[config.mk]
export PLATFORM = sky130hd
export DESIGN_NAME = gpir_ports
export DESIGN_NICKNAME = d
export VERILOG_FILES = /design/src/core/gpir_pkg.sv /design/src/core/gpir_ports.sv
export SDC_FILE = /design/constraint.sdc
export NUM_CORES = 1
export LEC_CHECK = 0
export BUFFER_PORTS_ARGS = -buffer_cell sky130_fd_sc_hd__clkbuf_2
export CAP_MARGIN = 20
export CORE_MARGIN = 4
export CORE_UTILIZATION = 50
export CTS_BUF_LIST = sky130_fd_sc_hd__clkbuf_2
export CTS_CLUSTER_DIAMETER = 200
export CTS_CLUSTER_SIZE = 20
export DETAILED_ROUTE_END_ITERATION = 6
export PLACE_DENSITY = 0.83
export REMOVE_ABC_BUFFERS = 1
export SLEW_MARGIN = 10
export SYNTH_ARGS = -nofsm -noshare
export SYNTH_HDL_FRONTEND = slang
export SYNTH_SLANG_ARGS = --single-unit
[constraint.sdc]
create_clock -name clock -period 8.7 [get_ports clock]
set_input_delay 1.74 -clock clock [delete_from_list [all_inputs] [get_ports clock]]
set_output_delay 1.74 -clock clock [all_outputs]
set_load 0.02 [all_outputs]
[src/core/gpir_pkg.sv]
// Purpose: constants and carrier types for the gpio ports with ir modulation
// Assumes: 8-bit special function register bus from the core
// Notes: one file of constants shared by the port block
package gpir_pkg;
  localparam logic [7:0] ADDR_PORT0_LATCH = 8'h80;
  localparam logic [7:0] ADDR_PORT1_LATCH = 8'h90;
  localparam logic [7:0] ADDR_MOD_SELECT = 8'h9f;
  localparam logic [7:0] ADDR_PORT2_LATCH = 8'ha0;
  localparam logic [7:0] ADDR_PORT0_PUDIS = 8'hb2;
  localparam logic [7:0] ADDR_PORT1_PUDIS = 8'hb3;
  localparam logic [7:0] ADDR_PORT2_PUDIS = 8'hb4;
  localparam logic [7:0] LATCH_RESET = 8'hff;
  localparam logic [7:0] PUDIS_RESET = 8'h00;
  localparam logic [7:0] MODSEL_RESET = 8'h00;
  localparam logic [7:0] PORT2_PUDIS_MASK = 8'h27;
  localparam int PORT2_RESET_PIN_BIT = 5;
  // modulation select bit positions: port, pin
  localparam int MOD_P1B6 = 7;
  localparam int MOD_P1B5 = 6;
  localparam int MOD_P1B4 = 5;
  localparam int MOD_P1B1 = 4;
  localparam int MOD_P0B2 = 3;
  localparam int MOD_P0B7 = 2;
  localparam int MOD_P0B5 = 1;
  localparam int MOD_P0B3 = 0;
  localparam int CORE_CLK_HZ = 125000000;
  localparam int MOD_FREQ_HZ = 38000;
  // half period in clocks for a 50 percent square wave
  localparam int MOD_HALF_CYCLES = CORE_CLK_HZ / (2 * MOD_FREQ_HZ);
  localparam int MOD_CNT_W = 12;

  typedef struct packed {
    logic [7:0] addr;
    logic [7:0] wdata;
    logic wr_latch;
    logic rd_latch;
    logic rd_pin;
  } gpir_sfr_req_t;

  typedef struct packed {
    logic [7:0] o;
    logic [7:0] oe;
    logic [7:0] pu;
  } gpir_pad_t;
endpackage : gpir_pkg

[src/core/gpir_ports.sv]
// Purpose: three 8-bit ports, pull-up control, 38 kHz modulation
// Assumes: pins outside the clock domain, peripherals on the core clock
// Notes: pins drive only low; high comes from the weak pull-up
//
// Notes on behaviour
// write strobe loads addressed port latch
// read-latch strobe returns latch contents
// read-pin strobe returns synchronised pin levels
// instruction picks latch or pin path
// per-pin pull-ups, all enabled after reset
// pull-up disabled pin is open drain
// software writes 1 before input use
// output pin follows latch low or high
// open-drain input needs latch 1
// enabled peripheral owns its pin
// selected pin output is latch xor wave
// global enable gates all modulation
// select register bit map, reset cleared
// port 0 pull-up disable register
// ports 1 and 2 pull-up registers
// port 1 bit n disables pull-up
// port 2 bits 2..0 and reset pin
// software keeps latch 1 for peripherals
// unselected pins follow latch directly
// wave is divided clock, 50 percent duty
`timescale 1ns/1ns
module gpir_ports
  import gpir_pkg::*;
#(
  parameter int HALF_CYCLES = MOD_HALF_CYCLES
)
(
  input wire logic clock,
  input wire logic sys_rst,
  input wire gpir_pkg::gpir_sfr_req_t sfr_req,
  output logic [7:0] sfr_rdata,
  output logic sfr_rvalid,
  input wire logic global_ir_modulation_enable,
  input wire logic [23:0] periph_en,
  input wire logic [23:0] periph_out,
  input wire logic [23:0] pin_in,
  output logic [23:0] periph_in,
  output logic [23:0] pin_out,
  output logic [23:0] pin_oe,
  output logic [23:0] pin_pullup_en,
  output logic reset_pin_pullup_en
);
  import gpir_pkg::*;

  // ==========================================================
  // registers
  logic [7:0] port0_latch_q, port0_latch_d;
  logic [7:0] port1_latch_q, port1_latch_d;
  logic [7:0] port2_latch_q, port2_latch_d;
  logic [7:0] modulation_pin_select_q, modulation_pin_select_d;
  logic [7:0] port0_pullup_disable_q, port0_pullup_disable_d;
  logic [7:0] port1_pullup_disable_q, port1_pullup_disable_d;
  logic [7:0] port2_pullup_disable_q, port2_pullup_disable_d;
  logic [7:0] rdata_q, rdata_d;
  logic rvalid_q, rvalid_d;
  logic [23:0] sync1_q, sync2_q;
  logic [23:0] latch_all, pudis_all, modsel_map, drive_level;
  logic [23:0] out_q, out_d, oe_q, oe_d, pu_q, pu_d, pin_rd_q;
  logic rst_pu_q, rst_pu_d;
  logic [MOD_CNT_W-1:0] mod_cnt_q, mod_cnt_d;
  logic wave_q, wave_d;

  always_comb
  begin
    port0_latch_d = port0_latch_q;
    port1_latch_d = port1_latch_q;
    port2_latch_d = port2_latch_q;
    modulation_pin_select_d = modulation_pin_select_q;
    port0_pullup_disable_d = port0_pullup_disable_q;
    port1_pullup_disable_d = port1_pullup_disable_q;
    port2_pullup_disable_d = port2_pullup_disable_q;
    if (sfr_req.wr_latch)
    begin
      if (sfr_req.addr == ADDR_PORT0_LATCH)
        port0_latch_d = sfr_req.wdata;
      else if (sfr_req.addr == ADDR_PORT1_LATCH)
        port1_latch_d = sfr_req.wdata;
      else if (sfr_req.addr == ADDR_PORT2_LATCH)
        port2_latch_d = sfr_req.wdata;
      else if (sfr_req.addr == ADDR_MOD_SELECT)
        modulation_pin_select_d = sfr_req.wdata;
      else if (sfr_req.addr == ADDR_PORT0_PUDIS)
        port0_pullup_disable_d = sfr_req.wdata;
      else if (sfr_req.addr == ADDR_PORT1_PUDIS)
        port1_pullup_disable_d = sfr_req.wdata; // see R15
      else if (sfr_req.addr == ADDR_PORT2_PUDIS)
        port2_pullup_disable_d = sfr_req.wdata & PORT2_PUDIS_MASK; // see R15
    end
  end

  always_ff @(posedge clock or posedge sys_rst)
  begin
    if (sys_rst)
    begin
      port0_latch_q <= LATCH_RESET;
      port1_latch_q <= LATCH_RESET;
      port2_latch_q <= LATCH_RESET;
      modulation_pin_select_q <= MODSEL_RESET;
      port0_pullup_disable_q <= PUDIS_RESET;
      port1_pullup_disable_q <= PUDIS_RESET;
      port2_pullup_disable_q <= PUDIS_RESET;
    end
    else
    begin
      port0_latch_q <= port0_latch_d;
      port1_latch_q <= port1_latch_d;
      port2_latch_q <= port2_latch_d;
      modulation_pin_select_q <= modulation_pin_select_d;
      port0_pullup_disable_q <= port0_pullup_disable_d;
      port1_pullup_disable_q <= port1_pullup_disable_d;
      port2_pullup_disable_q <= port2_pullup_disable_d;
    end
  end

  // ==========================================================
  // pin synchroniser
  always_ff @(posedge clock or posedge sys_rst)
  begin
    if (sys_rst)
    begin
      sync1_q <= {24{1'b1}};
      sync2_q <= {24{1'b1}};
    end
    else
    begin
      sync1_q <= pin_in;
      sync2_q <= sync1_q;
    end
  end

  // ==========================================================
  // read paths
  always_comb
  begin
    rdata_d = rdata_q;
    rvalid_d = sfr_req.rd_latch | sfr_req.rd_pin;
    if (sfr_req.rd_latch) // see R2
    begin
      if (sfr_req.addr == ADDR_PORT0_LATCH)
        rdata_d = port0_latch_q;
      else if (sfr_req.addr == ADDR_PORT1_LATCH)
        rdata_d = port1_latch_q;
      else if (sfr_req.addr == ADDR_PORT2_LATCH)
        rdata_d = port2_latch_q;
      else if (sfr_req.addr == ADDR_MOD_SELECT)
        rdata_d = modulation_pin_select_q;
      else if (sfr_req.addr == ADDR_PORT0_PUDIS)
        rdata_d = port0_pullup_disable_q;
      else if (sfr_req.addr == ADDR_PORT1_PUDIS)
        rdata_d = port1_pullup_disable_q;
      else if (sfr_req.addr == ADDR_PORT2_PUDIS)
        rdata_d = port2_pullup_disable_q;
      else
        rdata_d = 8'h00;
    end
    else if (sfr_req.rd_pin) // see R3
    begin
      if (sfr_req.addr == ADDR_PORT0_LATCH)
        rdata_d = sync2_q[7:0];
      else if (sfr_req.addr == ADDR_PORT1_LATCH)
        rdata_d = sync2_q[15:8];
      else if (sfr_req.addr == ADDR_PORT2_LATCH)
        rdata_d = sync2_q[23:16];
      else
        rdata_d = 8'h00;
    end
  end

  always_ff @(posedge clock or posedge sys_rst)
  begin
    if (sys_rst)
    begin
      rdata_q <= 8'h00;
      rvalid_q <= 1'b0;
    end
    else
    begin
      rdata_q <= rdata_d;
      rvalid_q <= rvalid_d;
    end
  end

  // ==========================================================
  // 38 kHz square wave
  always_comb
  begin
    mod_cnt_d = mod_cnt_q + 1'b1;
    wave_d = wave_q;
    if (mod_cnt_q == MOD_CNT_W'(HALF_CYCLES - 1))
    begin
      mod_cnt_d = '0;
      wave_d = ~wave_q;
    end
  end

  always_ff @(posedge clock or posedge sys_rst)
  begin
    if (sys_rst)
    begin
      mod_cnt_q <= '0;
      wave_q <= 1'b0;
    end
    else
    begin
      mod_cnt_q <= mod_cnt_d;
      wave_q <= wave_d;
    end
  end

  // ==========================================================
  // pad drive
  always_comb
  begin
    latch_all = {port2_latch_q, port1_latch_q, port0_latch_q};
    pudis_all = {port2_pullup_disable_q, port1_pullup_disable_q, port0_pullup_disable_q};
    modsel_map = '0;
    modsel_map[8 + 6] = modulation_pin_select_q[MOD_P1B6];
    modsel_map[8 + 5] = modulation_pin_select_q[MOD_P1B5];
    modsel_map[8 + 4] = modulation_pin_select_q[MOD_P1B4];
    modsel_map[8 + 1] = modulation_pin_select_q[MOD_P1B1];
    modsel_map[2] = modulation_pin_select_q[MOD_P0B2];
    modsel_map[7] = modulation_pin_select_q[MOD_P0B7];
    modsel_map[5] = modulation_pin_select_q[MOD_P0B5];
    modsel_map[3] = modulation_pin_select_q[MOD_P0B3];
    // see R11 see R12
    drive_level = latch_all ^ (modsel_map & {24{global_ir_modulation_enable & wave_q}});
    drive_level = (periph_en & periph_out) | (~periph_en & drive_level);
    out_d = '0;
    oe_d = ~drive_level;
    pu_d = ~pudis_all; // see R5 see R14
    pu_d[23:19] = '0;
    pu_d[18:16] = ~port2_pullup_disable_q[2:0];
    rst_pu_d = ~port2_pullup_disable_q[PORT2_RESET_PIN_BIT];
  end

  always_ff @(posedge clock or posedge sys_rst)
  begin
    if (sys_rst)
    begin
      out_q <= '0;
      oe_q <= '0;
      pu_q <= {5'h00, 3'h7, 16'hffff};
      rst_pu_q <= 1'b1;
      pin_rd_q <= {24{1'b1}};
    end
    else
    begin
      out_q <= out_d;
      oe_q <= oe_d;
      pu_q <= pu_d;
      rst_pu_q <= rst_pu_d;
      pin_rd_q <= sync2_q;
    end
  end

  assign sfr_rdata = rdata_q;
  assign sfr_rvalid = rvalid_q;
  assign pin_out = out_q;
  assign pin_oe = oe_q;
  assign pin_pullup_en = pu_q;
  assign reset_pin_pullup_en = rst_pu_q;
  assign periph_in = pin_rd_q;
endmodule : gpir_ports

==> summary.txt <==
Core ar.: 14500 sq um
RSZ-0062 raised after global routing: no
fin. max-slew vios: 0
WL/cell: 17.2 microns
critical path arrival: 3970 ps
WS Path Type: input pin to flop
Final Util: 58.6%
r2r endpoint: mod_cnt_q[9]$_DFF_PP0_
CP max stage delay: 550 ps
R2R depth: 4
post-layout min period: 3320 ps
Final period util: 38.1%
vias in the first global route: 4687
Setup violations, final: 0
Switch Pwr: 440 uW
Hold-fix buffers, CTS: 0
cell-internal power: 1.13 mW
Setup TNS: 0 ps
Peak VDD IR: 0.120 mV
initial antenna violation count: 0
Worst-Skew Late Latency: 750 ps
Sw Share: 28.1%
io pins: 200
fmax: 302 MHz
Power Total: 1.57 mW
Cell Pwr Density: 185 nW/um^2
setup repair bufs after CTS: 0
ant diodes: 0
Top Layer Used: met4
CTS max path bufs: 2
HPWL Detailed: 11.9 mm
die area: 16800 sq um
first-pass GRT wire length: 25.0 mm
htree depth: 4
clk slew on worst S/H paths: 290 ps
CTS buffer count: 17
worst-case clock skew: 32.6 ps
Clock Sinks: 190
Final ANT Viol Nets: 0
Clk pwr share: 27.1%
CTS tree: built
initial cell density of the core: 51.0%
IO buf count: 170
final hold violations: 0
placed instance area: 8250 sq um
standard-cell rows: 44
finished layout cell area: 8480 sq um
Placed Cells: 907
Worst R2R Start: mod_cnt_q[0]$_DFF_PP0_
area grow syn2layout: 15.0%
routed vias: 4848
First-pass DRT Iterations: 7
Min-Delay Path Depth: 0
Yosys cell types: 57
beginning of the worst hold path: sync1_q[19]$_DFF_PP1_
Die Y-Extent: 129 microns
Synth Register Bits: 190
Leakage: 4.00 nW
wire length on met2: 8.20 mm
largest net degree at the start of global routing: 110
Max Cap Viol: 0
slowest CP cell: and2b_1
Post-synth ARST share: 100%
gr ovfl total: 0
crit path cell chain: clkbuf_2 -> or3b_2 -> nor3b_2 -> and2b_1 -> nand2_1 -> o21ai_0
die width: 129 microns
initial drt markers: 320
hold endpoint: sync2_q[19]$_DFF_PP1_
worst hold path class: flop to flop
worst rel slew slack: 33.1%
Post-Syn Area per Cell: 12.9 sq um
fill count: 1236
post-synthesis cell count: 572
Crit path required time: 9360 ps
status: finished, final reports clean
Total GRT Usage: 19.7%
most frequent cells in the layout: 189 x clkbuf_2, 116 x dfstp_2, 74 x dfrtp_1, 39 x nand2_1, 33 x inv_1
largest delay contributor family on the critical path: simple AND/OR/NAND/NOR gates
post-synthesis sequential area ratio: 66.4%
CTS root buf: clkbuf_2
met3 wire len: 1.36 mm
r2r setup slk: 6910 ps
Main synth FF type: dfstp_2
Bufs and invs on worst path: 1
CTS resizes: 0
fin nets: 837
vias per inst: 5.16
share of cells above drive strength 1: 47.9%
yosys warns: 0
Post-Syn Area: 7380 sq um
share of power burned in registers: 62.6%
DRC Markers: 0
critical path endpoint category: flop
Max FO, Critical Path: 29
combinational power share: 10.4%
final weighted congestion in routability-driven placement: 0.861
CP startpoint kind: input pin
number of synthesized flops with an enable pin: 0
Final Instance Count excl. Fillers: 939
met1 WL: 6.41 mm
WL final: 16.2 mm
commonest non-fill, non-tap cell in the layout: clkbuf_2
slew of the pin with the lowest slew margin: 1000 ps
[area by class of cell]
cell class	count	area [sq um]	area share (%)
Sequential cell	190	4900	57.8
Clock inverter	13	133	1.56
Inverter	34	135	1.59
Timing Repair Buffer	171	858	10.1
Multi-Input combinational cell	328	2130	25.1
Tap cell	184	230	2.71
Clock buffer	19	95.1	1.12
[cell families after synthesis]
family	synth area share [%]
adder cells (fa/ha/maj)	0.170
flip-flops	66.4
other	0.0508
XOR/XNOR	2.02
AND/OR/NAND/NOR	10.3
buffers and inverters	6.12
multiplexers	6.58
AO/OA/AOI/OAI	8.38
[state kept, by name, indices dropped and copies added, names as in the netlist]
signal                   flops
periph_in                   24
pin_oe                      24
mod_cnt_q                   12
port0_pullup_disable_q       8
modulation_pin_select_q      8
port2_latch_q                8
wave_q                       1
sfr_rdata                    8
pin_pullup_en               19
sync1_q                     24
reset_pin_pullup_en          1
port0_latch_q                8
sfr_rvalid                   1
port2_pullup_disable_q       4
port1_latch_q                8
port1_pullup_disable_q       8
sync2_q                     24
[power groups by stage]
stage / clock network [mW] / logic (mW) / registers, mW
floorplan: 0 / 0.0648 / 1.01
global route: 0.475 / 0.179 / 0.986
finish: 0.424 / 0.163 / 0.980
global placement: 0 / 0.162 / 0.991
detailed placement: 0 / 0.164 / 0.993
CTS: 0.432 / 0.165 / 0.980
[cell usage after synthesis (all sizes together), types with 4 or more instances]
library cell	instances	share of area [%]
dfstp	116	41
xor2	13	1.5
xnor2	4	0.47
o2111ai	4	0.56
a21oi	29	2.0
nand3b	6	0.61
dfrtp	74	25
inv	34	1.7
o22ai	15	1.3
mux2i	17	2.3
nor3	5	0.41
buf	34	3.7
nor2	23	1.2
mux2	28	4.3
nand2	41	2.2
and3	4	0.34
nor2b	19	1.6
o21ai	33	2.3
nand2b	8	0.68
nand3	8	0.54
clkbuf	14	0.71
[metrics by stage]
stage / setup WS, ps / hold slack (ps)
after floorplan: 1980 / 345
after global placement: 4750 / 345
after detailed placement: 4670 / 347
after CTS: 5380 / 337
after global routing: 5310 / 330
final: 5380 / 331
[worst max-delay path by stage]
stage | start | to | slack (ps) | cells after the start
after CTS | periph_in[11]$_DFF_PP1_ | periph_in[11] | 5380 | 1
after global routing | sfr_req[16] | port1_pullup_disable_q[1]$_DFFE_PP0P_ | 5310 | 5
after global placement | sfr_req[16] | port0_latch_q[6]$_DFFE_PP1P_ | 4750 | 5
after detailed placement | sfr_req[16] | port1_pullup_disable_q[4]$_DFFE_PP0P_ | 4670 | 5
after floorplan | sys_rst | mod_cnt_q[0]$_DFF_PP0_ | 1980 | 1
final | sfr_req[16] | port0_pullup_disable_q[0]$_DFFE_PP0P_ | 5380 | 6
[layer usage]
layer / vias to the layer above / track usage (%)
li1: 2232 / -
met5: - / 0
met1: 2416 / 25.5
met3: 14 / 6.22
met4: 0 / 5.38
met2: 186 / 32.3
Note: power is estimated with default switching activity, not from simulation.
